**src/hw/sysclk_defs.svh**
```systemverilog
`ifndef SYSCLK_DEFS_SVH
`define SYSCLK_DEFS_SVH

`define CTRL_ADDR 16'h00BE
`define TRIM_ADDR 16'h4002

`define CTRL_RESET 8'h21
`define TRIM_RESET 8'hFF
`define DIV_RESET 3'h1
`define DIV_SCAN 3'h1

`define BIT_SHUTDOWN 7
`define BIT_RSVD 6
`define BIT_FIRST_PWR 5
`define BIT_TICK_CLR 4
`define BIT_HOLD 3
`define DIV_MSB 2

`define GPIO_W 9

// Nominal table base and true rate (24/25 of nominal)
`define OSC_NOMINAL_KHZ 25000
`define OSC_ACTUAL_KHZ ((`OSC_NOMINAL_KHZ * 24) / 25)
`define TICK_PERIOD_NS 5120

`endif

```
**src/hw/sysclk_pkg.sv**
```systemverilog
package sysclk_pkg;
  typedef logic [15:0] addr_t;
  typedef logic [7:0] byte_t;
  typedef logic [2:0] div_sel_t;
  typedef logic [8:0] gpio_t;
  typedef enum logic [1:0] {
    PWR_RUN = 2'b01,
    PWR_OFF = 2'b10
  } power_state_t;
endpackage

```
**src/hw/system_clock_and_power_control.sv**
```systemverilog
`timescale 1ns/1ps
`default_nettype none
`include "sysclk_defs.svh"

module system_clock_and_power_control (
  input wire logic ref_clk_i,
  input wire logic rst_i,
  input wire sysclk_pkg::addr_t sfr_addr_i,
  input wire logic sfr_wr_i,
  input wire logic sfr_rd_i,
  input wire sysclk_pkg::byte_t sfr_wdata_i,
  output sysclk_pkg::byte_t sfr_rdata_o,
  input wire logic scan_mode_i,
  input wire sysclk_pkg::gpio_t gpio_i,
  input wire logic battery_insert_i,
  output logic sys_clk_o,
  output logic sys_tick_o,
  output sysclk_pkg::div_sel_t div_sel_o,
  output logic shutdown_o,
  output logic wake_por_o,
  output logic rtc_tick_clr_o,
  output logic port_hold_o,
  output sysclk_pkg::byte_t osc_trim_code_o
);
  import sysclk_pkg::*;

  // Bus decode
  wire ctrl_sel = (sfr_addr_i == `CTRL_ADDR);
  wire trim_sel = (sfr_addr_i == `TRIM_ADDR);
  wire ctrl_wr = sfr_wr_i && ctrl_sel;
  wire trim_wr = sfr_wr_i && trim_sel;

  // Pin synchronisers, three stages each
  logic scan_s1_q, scan_s2_q, scan_s3_q, scan_q;
  gpio_t gpio_s1_q, gpio_s2_q, gpio_s3_q, gpio_q;

  always_ff @(posedge ref_clk_i) begin
    scan_s1_q <= scan_mode_i;
    scan_s2_q <= scan_s1_q;
    scan_s3_q <= scan_s2_q;
    gpio_s1_q <= gpio_i;
    gpio_s2_q <= gpio_s1_q;
    gpio_s3_q <= gpio_s2_q;
  end

  wire scan_agree = (scan_s2_q == scan_s3_q);
  wire scan_d = scan_agree ? scan_s3_q : scan_q;

  always_ff @(posedge ref_clk_i) begin
    if (rst_i) begin
      scan_q <= 1'b0;
    end else begin
      scan_q <= scan_d;
    end
  end

  // Per-pin debounce and falling-edge detect
  gpio_t gpio_d;
  gpio_t gpio_fall;

  genvar g;
  generate
    for (g = 0; g < `GPIO_W; g++) begin : g_pin
      assign gpio_d[g] = (gpio_s2_q[g] == gpio_s3_q[g]) ? gpio_s3_q[g] : gpio_q[g];
      assign gpio_fall[g] = gpio_q[g] && !gpio_d[g];
    end
  endgenerate

  wire any_fall = |gpio_fall;

  always_ff @(posedge ref_clk_i) begin
    if (rst_i) begin
      gpio_q <= '1;
    end else begin
      gpio_q <= gpio_d;
    end
  end

  // Control and trim registers
  div_sel_t div_q;
  logic hold_q;
  byte_t trim_q;
  logic tick_clr_q;

  always_ff @(posedge ref_clk_i) begin
    if (rst_i) begin
      div_q <= `DIV_RESET;
      hold_q <= 1'b0;
      trim_q <= `TRIM_RESET;
    end else begin
      if (ctrl_wr) begin
        div_q <= sfr_wdata_i[`DIV_MSB:0];
        hold_q <= sfr_wdata_i[`BIT_HOLD];
      end
      if (trim_wr) begin
        trim_q <= sfr_wdata_i;
      end
    end
  end

  // Tick clear held in a flop, one-cycle pulse; zero writes ignored
  wire tick_clr_d = ctrl_wr && sfr_wdata_i[`BIT_TICK_CLR];

  always_ff @(posedge ref_clk_i) begin
    if (rst_i) begin
      tick_clr_q <= 1'b0;
    end else begin
      tick_clr_q <= tick_clr_d;
    end
  end

  assign rtc_tick_clr_o = tick_clr_q;
  assign port_hold_o = hold_q;
  assign osc_trim_code_o = trim_q;

  // First-power-up flag, captured once after reset release
  logic first_pwr_q, armed_q;

  always_ff @(posedge ref_clk_i) begin
    if (rst_i) begin
      first_pwr_q <= 1'b1;
      armed_q <= 1'b1;
    end else if (armed_q) begin
      first_pwr_q <= battery_insert_i;
      armed_q <= 1'b0;
    end
  end

  // Power state machine
  power_state_t state_q, state_d;
  wire off_req = ctrl_wr && sfr_wdata_i[`BIT_SHUTDOWN] && !scan_q;
  wire off_clr = ctrl_wr && !sfr_wdata_i[`BIT_SHUTDOWN];

  always_comb begin
    state_d = state_q;
    unique case (state_q)
      PWR_RUN: begin
        if (off_req) begin
          state_d = PWR_OFF;
        end
      end
      PWR_OFF: begin
        if (any_fall || off_clr) begin
          state_d = PWR_RUN;
        end
      end
      default: begin
        state_d = PWR_RUN;
      end
    endcase
  end

  always_ff @(posedge ref_clk_i) begin
    if (rst_i) begin
      state_q <= PWR_RUN;
    end else begin
      state_q <= state_d;
    end
  end

  logic wake_q;
  wire wake_d = (state_q == PWR_OFF) && any_fall;

  always_ff @(posedge ref_clk_i) begin
    if (rst_i) begin
      wake_q <= 1'b0;
    end else begin
      wake_q <= wake_d;
    end
  end

  assign shutdown_o = (state_q == PWR_OFF);
  assign wake_por_o = wake_q;

  // Glitch-free power-of-two divider of the oscillator clock
  div_sel_t eff_div;
  assign eff_div = scan_q ? `DIV_SCAN : div_q;
  assign div_sel_o = eff_div;

  div_sel_t active_q;
  logic [6:0] cnt_q;
  logic clk_q;
  logic tick_q;

  wire [7:0] full = 8'h01 << active_q;
  wire [6:0] mask = 7'(full - 8'h01);
  wire period_end = ((cnt_q & mask) == mask);

  // New ratio only takes effect at a period boundary
  div_sel_t next_div;
  assign next_div = period_end ? eff_div : active_q;
  wire [6:0] cnt_d = period_end ? 7'h00 : 7'(cnt_q + 7'h01);
  wire [7:0] full_n = 8'h01 << next_div;
  wire [6:0] half_n = 7'(full_n >> 1);
  wire clk_d = (next_div == 3'h0) ? 1'b1 : (cnt_d < half_n);

  always_ff @(posedge ref_clk_i) begin
    if (rst_i) begin
      active_q <= `DIV_RESET;
      cnt_q <= 7'h00;
      clk_q <= 1'b1;
      tick_q <= 1'b0;
    end else begin
      active_q <= next_div;
      cnt_q <= cnt_d;
      clk_q <= clk_d;
      tick_q <= period_end;
    end
  end

  assign sys_clk_o = clk_q;
  assign sys_tick_o = tick_q;

  // Register read, one cycle latency
  wire [7:0] ctrl_rd = {shutdown_o, 1'b0, first_pwr_q, 1'b0, hold_q, div_q};
  wire [7:0] rd_mux = ctrl_sel ? ctrl_rd : (trim_sel ? trim_q : 8'h00);
  byte_t rdata_q;

  always_ff @(posedge ref_clk_i) begin
    if (rst_i) begin
      rdata_q <= 8'h00;
    end else if (sfr_rd_i) begin
      rdata_q <= rd_mux;
    end
  end

  assign sfr_rdata_o = rdata_q;
endmodule // system_clock_and_power_control
`default_nettype wire

```
**config.mk**
```make
export PLATFORM = sky130hd
export DESIGN_NAME = system_clock_and_power_control
export DESIGN_NICKNAME = d
export VERILOG_FILES = /design/src/hw/sysclk_pkg.sv /design/src/hw/system_clock_and_power_control.sv
export VERILOG_INCLUDE_DIRS = /design/src /design/src/hw
export SDC_FILE = /design/constraint.sdc
export NUM_CORES = 1
export LEC_CHECK = 0
export ABC_CLOCK_PERIOD_IN_PS = 4600
export BUFFER_PORTS_ARGS = -buffer_cell sky130_fd_sc_hd__buf_2
export CAP_MARGIN = 10
export CORE_MARGIN = 2
export CORE_UTILIZATION = 39
export DETAILED_ROUTE_END_ITERATION = 8
export PLACE_DENSITY = 0.7
export SLEW_MARGIN = 40
export SYNTH_ARGS = -nofsm -noshare
export SYNTH_HDL_FRONTEND = slang
export SYNTH_SLANG_ARGS = --single-unit
export TNS_END_PERCENT = 1
```
**constraint.sdc**
```tcl
create_clock -name ref_clk_i -period 4.6 [get_ports ref_clk_i]
set_input_delay 0.46 -clock ref_clk_i [delete_from_list [all_inputs] [get_ports ref_clk_i]]
set_output_delay 0.46 -clock ref_clk_i [all_outputs]
set_load 0.01 [all_outputs]
```
==> results of run 1 <==
## cell type report
type	instances	area, sq um	share of cell area, %
sequential	78	1560	43.0
timing repair buffer	67	365	10.1
multi-input combinational	224	1370	37.9
clock inverter	7	57.6	1.59
clock buffer	9	124	3.41
inverter	5	18.8	0.517
tap	102	128	3.52
## registers in the layout (all words and copies together) (netlist names), 2 cells and up
register	flops
active_q	3
gpio_s3_q	9
cnt_q	7
osc_trim_code_o	8
div_q	3
gpio_s1_q	9
state_q	2
gpio_q	9
gpio_s2_q	9
sfr_rdata_o	8
## per-stage QoR
step           power, mW  cells  hold WS [ps]  utilization, %
3_3_place_gp       0.828    475           310            44.7
3_5_place_dp       0.830    475           314            44.7
5_1_grt             1.35    492           174            47.4
4_1_cts             1.30    491           181            47.1
2_1_floorplan      0.795    323           310               -
6_report            1.29    492           199            47.4
## logic make-up (layout without fill, tap and decap cells)
family / count (synthesis) / after routing / synth area share (%)
xor+xnor: 6 / 6 / 1.73
fa+ha+maj: 8 / 8 / 3.30
compound gates: 60 / 60 / 13.7
flops: 78 / 78 / 51.4
simple gates: 146 / 146 / 25.0
mux: 4 / 4 / 1.32
buf+inv: 21 / 88 / 3.50
## routing by layer
metal / share of wire [%] / track usage [%] / vias up
met5: 0 / 0 / -
met1: 47 / 19.4 / 1153
met4: 2.6 / 6.72 / 0
li1: - / - / 1249
met3: 4.5 / 5.01 / 14
met2: 46 / 25.7 / 65
## worst min-delay path by stage
stage               cells after the start  slack [ps]              endpoint
global placement                        0         310  gpio_s2_q[7]$_DFF_P_
CTS                                     1         180  gpio_s1_q[2]$_DFF_P_
floorplan                               0         310  gpio_s2_q[0]$_DFF_P_
finish                                  1         200  gpio_s1_q[1]$_DFF_P_
detailed placement                      0         310  gpio_s2_q[7]$_DFF_P_
global route                            1         170  gpio_s1_q[2]$_DFF_P_
## worst max-delay path: stages (launching register included)
cell and delay [ps]:
dfxtp_1 420, or3_4 440, ha_1 280, nand2_1 80, a21oi_1 40, o31ai_1 340
nor3b_4 480, mux2i_1 200, a21o_1 200, ha_1 290, nand4_1 140, nor2_1 170
inv_1 60, o311a_1 320, a221o_1 340
## cell usage in the layout, fill, tap and decap left out, types with 2 or more instances in the layout
master	count
dfxtp_1	78
buf_2	63
nor2_1	43
nand2_1	32
a21oi_1	19
nand3_1	13
nand3b_1	11
o21bai_1	10
nor2b_1	9
a22oi_1	9
clkbuf_8	9
ha_1	8
nor3_1	7
a211oi_1	7
inv_1	5
o21ai_0	5
nand2b_1	5
xnor2_1	4
nor4_1	4
mux2i_1	4
nand4_1	4
nor3b_1	3
and3_1	3
buf_4	3
xor2_1	2
a211o_1	2
clkinvlp_4	2
clkinv_4	2
## power by group through the flow
| stage | clock network, mW | registers (mW) | logic (mW) |
|---|---|---|---|
| floorplan | 0 | 0.734 | 0.0613 |
| global placement | 0 | 0.735 | 0.0933 |
| detailed placement | 0 | 0.736 | 0.0938 |
| CTS | 0.487 | 0.721 | 0.0944 |
| global route | 0.514 | 0.724 | 0.108 |
| finish | 0.470 | 0.720 | 0.0964 |
==> results.yml, run 1 <==
power_and_ir_drop:
  power.leakage_nw: 1.56
  power_density_nw_per_um2: 355
  pwr-share-comb_pct: 7.5
  ir_drop_uv: 294
  clkPwrFrac_pct: 36.5
  switching_share_pct: 25.9
  power.switching_mw: 0.333
  p_int_mw: 0.954
  seqPwrFrac_pct: 56.0
placement:
  place_congestion: 0.928
  hpwl_um: 4630
  dpl_cell_area_sq_um: 3420
  dp_slack_ps: 706
  portBuffers: 63
floorplanning:
  placementRows: 32
  initial_core_util_pct: 39.7
  num_io_pins: 64
  die_w_um: 92.2
  core_sq_um: 7650
  die_area_sq_um: 8500
  die_height_um: 92.2
logic_synthesis:
  synth_top_area_share_pct: 51.4
  synth-seq-cells: 78
  synthFlopType: "dfxtp_1"
  ys_seq_area_share_pct: 51.4
  syn-cell-area_sq_um: 3040
  yosysMostFrequentCell: "dfxtp_1"
  syn_inst: 323
  synth_edf_count: 0
  synth_top_cells_by_count: "dfxtp_1 (78), nor2_1 (43), nand2_1 (32)"
  syn_nets: 370
  synth.largest_area_cell: "dfxtp_1"
  syn_avg_cell_area_sq_um: 9.40
  synth.area.top_cells: "dfxtp_1 (51%), nor2_1 (5.3%), nand2_1 (4.0%), ha_1 (3.3%), a21oi_1 (3.1%)"
  async_flop_share_pct: 0
  yosys_warnings: 0
  yosysUniqueCellTypes: 47
worst_setup_path:
  crit_path_start_kind: "flop"
  worstSetupStartpoint: "active_q[0]$_SDFF_PP1_"
  r2r_cells: 14
  required_ps: 4850
  arrival_ps: 4160
  end_kind: "flop"
  crit_fanout: 11
  critPathKind: "reg -> reg"
  crit_path_end: "sys_clk_o$_SDFF_PP1_"
  timing.rr.start: "active_q[0]$_SDFF_PP1_"
  r2r_slack_ps: 690
  r2r_end: "sys_clk_o$_SDFF_PP1_"
sta:
  finClkSkew_ps: 18.8
  tightest_slew_ps: 429
  fin_setup_tns_ps: 0
  setup_slack_ps: 692
  hold_violations: 0
  max_slew_margin_pct: 71.3
  slew_violations: 0
  max_freq_mhz: 256
  min_period_ps: 3910
  setup_viol: 0
  min_period_over_period_pct: 85.0
  rsz0062_at_grt: "false"
finish:
  antenna_cells: 0
  fillCellCount: 765
  area_growth_pct: 19.5
  nets: 432
  drive_above_1_share_pct: 23.3
  finish.instance_area_sq_um: 3630
clock_tree:
  hold_buffers: 0
  clk_latency_ps: 350
  htreeDepth: 3
  cts_buffers: 9
  clock-sinks: 78
  cts_setup_buffers: 0
  root_buffer: "clkbuf_8"
  path_clk_slew_ps: 90
  ctsResizeCount: 0
  cts_tree: "yes"
  cts_buffer_depth: 2
hold_path:
  hold_class: "in -> reg"
  min_from: "gpio_i[1]"
global_routing:
  antenna_found_initial: 0
  grt_pass1_wl_um: 10700
  grt_overflow_total: 0
  grt_max_degree: 49
  grt_pass1_vias: 2335
  grt.total_usage_pct: 15.8
drt:
  drt_iter0_markers: 111
  routed_via_density: 5.04
  wl_um: 6440
  ant_nets: 0
  drtPass1Iterations: 4
  drc: 0
  wl_per_cell_um: 13.1
  vias: 2481
run:
  cap_viol_max_count: 0
status:
  outcome: "finished clean"
Note: power is estimated with default switching activity, not from simulation.
==> inputs of run 2 (changes only) <==
ABC_CLOCK_PERIOD_IN_PS = 3600   (was 4600)
clock period = 3.6 ns   (was 4.6 ns; I/O delays follow)
==> run 2 against run 1 <==
Against the previous run:
- utilization increased by 2.6 points
- critical path depth increased by 1
- sequential power increased by 28%
- power increased by 35%
- routed wire length increased by 4.1%
- final area increased by 5.5%
- critical endpoint unchanged
- largest cell class unchanged
==> results.yml, run 2 (same netlist as run 1, synthesis figures left out) <==
status:
  outcome: "finished clean"
clock_tree:
  cts_buffer_depth: 2
  path_clk_slew_ps: 80
  cts_tree: "yes"
  root_buffer: "clkbuf_8"
  clk_latency_ps: 340
  cts_buffers: 9
  htreeDepth: 3
  clock-sinks: 78
worst_setup_path:
  end_kind: "flop"
  critPathKind: "reg -> reg"
  arrival_ps: 3820
  r2r_cells: 15
  crit_path_start_kind: "flop"
  cp.depth: 15
  crit_fanout: 7
  worstPathCellList: "or3_4, ha_4, nand2_1, a21oi_1, o31ai_2, nor3b_4, buf_12, mux2i_4, nand2b_1, ha_1, nand4_1, nor2_2, inv_1, o311a_1, a221o_1"
  critPathBufInv: 2
  crit_family: "simple AND/OR/NAND/NOR gates"
  crit_slowest_cell: "or3_4"
  crit_path_max_incr_delay_ps: 410
  required_ps: 3840
sta:
  min_period_over_period_pct: 99.4
  setup_slack_ps: 22.9
  max_freq_mhz: 280
  hold_violations: 0
  slew_violations: 0
  max_slew_margin_pct: 61.9
  tightest_slew_ps: 570
  setup_viol: 0
  min_period_ps: 3580
  finClkSkew_ps: 3.59
finish:
  mostFrequentLayoutCell: "dfxtp_1"
  antenna_cells: 0
  fillCellCount: 707
  nets: 441
  area_growth_pct: 26.1
  mostFrequentLayoutCells: "dfxtp_1 (77), buf_2 (62), nor2_1 (42)"
  drive_above_1_share_pct: 27.3
global_routing:
  grt.total_usage_pct: 15.4
  antenna_found_initial: 0
  grt_pass1_wl_um: 10200
  grt_pass1_vias: 2173
  grt_overflow_total: 0
  grt_max_degree: 49
hold_path:
  min_delay_path_depth: 1
  hold_class: "in -> reg"
drt:
  routed_via_density: 5.07
  drc: 0
  drtPass1Iterations: 6
  vias: 2540
  wl_per_cell_um: 13.4
  ant_nets: 0
  wl_um: 6710
  drt_iter0_markers: 132
floorplanning:
  core_sq_um: 7650
  die_w_um: 92.2
  die_height_um: 92.2
  num_io_pins: 64
  die_area_sq_um: 8500
  placementRows: 32
  initial_core_util_pct: 39.7
placement:
  dp_slack_ps: -103
  portBuffers: 63
  hpwl_um: 4510
  place_congestion: 0.915
power_and_ir_drop:
  power.leakage_nw: 1.63
  power_density_nw_per_um2: 455
  power_mw: 1.74
  ir_drop_uv: 285
run:
  cap_viol_max_count: 0
run 2: per-layer routing:
layer	share of wire [%]	routed length (um)	vias to the layer above	track usage [%]
met3	5.7	380	4	6.00
met5	0	0	-	0
met1	47	3140	1178	19.7
li1	-	-	1278	-
met2	47	3130	80	23.8
met4	0.88	59	0	4.98
run 2: path summary, 6_finish.rpt:
kind / from / end / slack [ps]
worst max-delay path: active_q[0]$_SDFF_PP1_ / sys_clk_o$_SDFF_PP1_ / 20
worst min-delay path: gpio_i[1] / gpio_s1_q[1]$_DFF_P_ / 110
worst max register to register: active_q[0]$_SDFF_PP1_ / sys_clk_o$_SDFF_PP1_ / 20
worst min register to register: gpio_s1_q[7]$_DFF_P_ / gpio_s2_q[7]$_DFF_P_ / 330
run 2: report_power, final:
| group | switching [mW] | internal, mW |
|---|---|---|
| sequential | 0.0214 | 0.898 |
| clock | 0.338 | 0.330 |
| combinational | 0.0725 | 0.0811 |
run 2: metrics by stage:
step           util, %  hold slack, ps  instance area [sq um]  cells  TNS [ps]
2_1_floorplan        -             310                   3040    323         0
3_3_place_gp      45.3             310                   3460    479         0
3_5_place_dp      45.3             312                   3460    479      -103
4_1_cts           48.1            92.8                   3680    495         0
5_1_grt           50.0            69.2                   3830    501      -120
6_report          50.0             108                   3830    501         0
run 2: what timing repair did:
action                     in CTS  in global routing
setup endpoints to repair       1                  1
resized for setup               3                 13
buffers inserted                0                  4
cloned                          0                  2
pin swaps                       0                  5
hold buffers                    0                  0
run 2: final cells by class:
cell class | count | area (sq um) | share of cell area (%)
Sequential cell | 78 | 1560 | 40.8
Inverter | 5 | 18.8 | 0.490
Timing Repair Buffer | 76 | 470 | 12.3
Clock inverter | 7 | 80.1 | 2.09
Clock buffer | 9 | 124 | 3.24
Multi-Input combinational cell | 224 | 1440 | 37.7
Tap cell | 102 | 128 | 3.33
run 2: worst register-to-register path, stage by stage, from the launching register on:
cell and delay, ps:
dfxtp_1 330, or3_4 410, ha_4 200, nand2_1 70, a21oi_1 50, o31ai_2 270
nor3b_4 330, buf_12 180, mux2i_4 240, nand2b_1 80, ha_1 280, nand4_1 160
nor2_2 160, inv_1 50, o311a_1 330, a221o_1 340
==> inputs of run 3 (changes only) <==
CORE_ASPECT_RATIO = 1.75   (was not set)
==> run 3 against run 2 <==
Against the previous run:
- power rose by 13%
- highest routed layer unchanged
- utilization rose by 1.6 points
- clock skew rose by 0.62 ps
- non-clock buffer count did not move
- critical path type unchanged
- largest power group unchanged
- final cell count fell by 3.0%
- hold slack improved by 21 ps
- first-iteration DRC count fell by 31%
==> results.yml, run 3 (same netlist as run 1, synthesis figures left out) <==
drt:
  ant_nets: 0
  routed_via_density: 5.09
  highest_layer: "met4"
  wl_met1_um: 2770
  drtPass1Iterations: 4
  wl_met3_um: 266
  wl_um: 7210
  drc: 0
  wl_per_cell_um: 14.8
  wl_met2_um: 3940
  drt_iter0_markers: 91
  vias: 2474
finish:
  final_core_util_pct: 51.7
  nets: 441
  fillCellCount: 712
  finish.instance_area_sq_um: 3910
  seq_area_sq_um: 1560
  drive_above_1_share_pct: 28.1
  mostFrequentLayoutCells: "dfxtp_1 (76), buf_2 (63), nor2_1 (43)"
  mostFrequentLayoutCell: "dfxtp_1"
  area_growth_pct: 28.9
  antenna_cells: 0
  multi_input_area_sq_um: 1460
placement:
  place_congestion: 0.870
  portBuffers: 63
  hpwl_um: 5440
  dpl_cell_area_sq_um: 3470
  dp_slack_ps: -80.5
worst_setup_path:
  critPathKind: "reg -> reg"
  arrival_ps: 3670
  r2r_end: "sys_clk_o$_SDFF_PP1_"
  r2r_slack_ps: 140
  crit_fanout: 8
  r2r_cells: 15
  end_kind: "flop"
  worstSetupStartpoint: "active_q[2]$_SDFF_PP0_"
  crit_path_end: "sys_clk_o$_SDFF_PP1_"
  crit_path_start_kind: "flop"
  required_ps: 3820
  timing.rr.start: "active_q[2]$_SDFF_PP0_"
hold_path:
  hold_class: "in -> reg"
global_routing:
  antenna_found_initial: 0
  grt_max_degree: 49
  grt.total_usage_pct: 17.7
  grt_pass1_vias: 2421
  grt_overflow_total: 0
  grt_pass1_wl_um: 11500
sta:
  min_period_ps: 3460
  finClkSkew_ps: 4.21
  max_freq_mhz: 289
  max_slew_margin_pct: 70.6
  fin_setup_tns_ps: 0
  min_period_over_period_pct: 96.0
  setup_slack_ps: 143
  rsz0062_at_grt: "true"
  slew_violations: 0
  hold_violations: 0
  setup_viol: 0
  hold_ws_ps: 129
  tightest_slew_ps: 440
clock_tree:
  clk_latency_ps: 330
  htreeDepth: 3
  cts_buffers: 9
  cts_buffer_depth: 2
  clock-sinks: 78
  cts_tree: "yes"
  path_clk_slew_ps: 60
  root_buffer: "clkbuf_16"
power_and_ir_drop:
  power.leakage_nw: 1.68
  ir_drop_uv: 403
  power_density_nw_per_um2: 504
  seqPwrFrac_pct: 46.7
  switching_share_pct: 21.1
  p_int_mw: 1.56
  power.switching_mw: 0.416
  pwr-share-comb_pct: 6.9
  clkPwrFrac_pct: 46.4
floorplanning:
  core_sq_um: 7570
  die_w_um: 70.7
  num_io_pins: 64
  placementRows: 42
  die_height_um: 121
  die_area_sq_um: 8530
  initial_core_util_pct: 40.1
run:
  cap_viol_max_count: 0
status:
  outcome: "finished clean"
[run 3: layer usage]
layer  track usage [%]  vias to the layer above
met5                 0                        -
met4              9.20                        0
met3              4.58                       15
met2              31.9                       53
met1              18.5                     1136
li1                  -                     1270
[run 3: area by class of cell]
| class | count | area share [%] |
|---|---|---|
| sequential | 78 | 40.0 |
| multi-input combinational | 224 | 37.3 |
| timing repair buffer | 76 | 11.5 |
| clock buffer | 12 | 6.81 |
| tap | 88 | 2.82 |
| clock inverter | 3 | 1.09 |
| inverter | 5 | 0.480 |
[run 3: power by group through the flow]
stage / combinational (mW) / sequential [mW] / clock, mW
3_5_place_dp: 0.127 / 0.940 / 0
6_report: 0.135 / 0.921 / 0.916
2_1_floorplan: 0.0783 / 0.938 / 0
4_1_cts: 0.127 / 0.921 / 0.940
5_1_grt: 0.151 / 0.925 / 0.988
3_3_place_gp: 0.123 / 0.938 / 0
[run 3: worst min path at each step]
stage / start / endpoint / depth (start not counted)
2_1_floorplan: gpio_s1_q[0]$_DFF_P_ / gpio_s2_q[0]$_DFF_P_ / 0
4_1_cts: gpio_i[6] / gpio_s1_q[6]$_DFF_P_ / 1
5_1_grt: gpio_i[6] / gpio_s1_q[6]$_DFF_P_ / 1
6_report: gpio_i[6] / gpio_s1_q[6]$_DFF_P_ / 1
3_3_place_gp: gpio_s1_q[0]$_DFF_P_ / gpio_s2_q[0]$_DFF_P_ / 0
3_5_place_dp: gpio_s1_q[6]$_DFF_P_ / gpio_s2_q[6]$_DFF_P_ / 0
[run 3: metrics by stage]
step / instances / total power, mW
after CTS: 484 / 1.99
after global routing: 486 / 2.06
after detailed placement: 469 / 1.07
final: 486 / 1.97
after floorplan: 323 / 1.02
after global placement: 469 / 1.06
[run 3: repair_timing]
action	in CTS	in global routing
gates resized for setup	4	16
pin swaps	3	8
gates cloned	0	0
hold buffers	0	0
setup endpoints to repair	1	1
setup buffers	0	1
[run 3: worst max-delay path, stage by stage, from the launching register on]
cell and delay (ps):
dfxtp_2 320, or3_4 400, ha_4 200, nand2_2 70
a21oi_2 40, o31ai_2 300, nor3b_4 240, buf_6 180
mux2i_2 240, nand2b_1 150, ha_4 290, nand4_1 100
nor2_1 160, inv_1 50, o311a_1 290, a221o_1 310
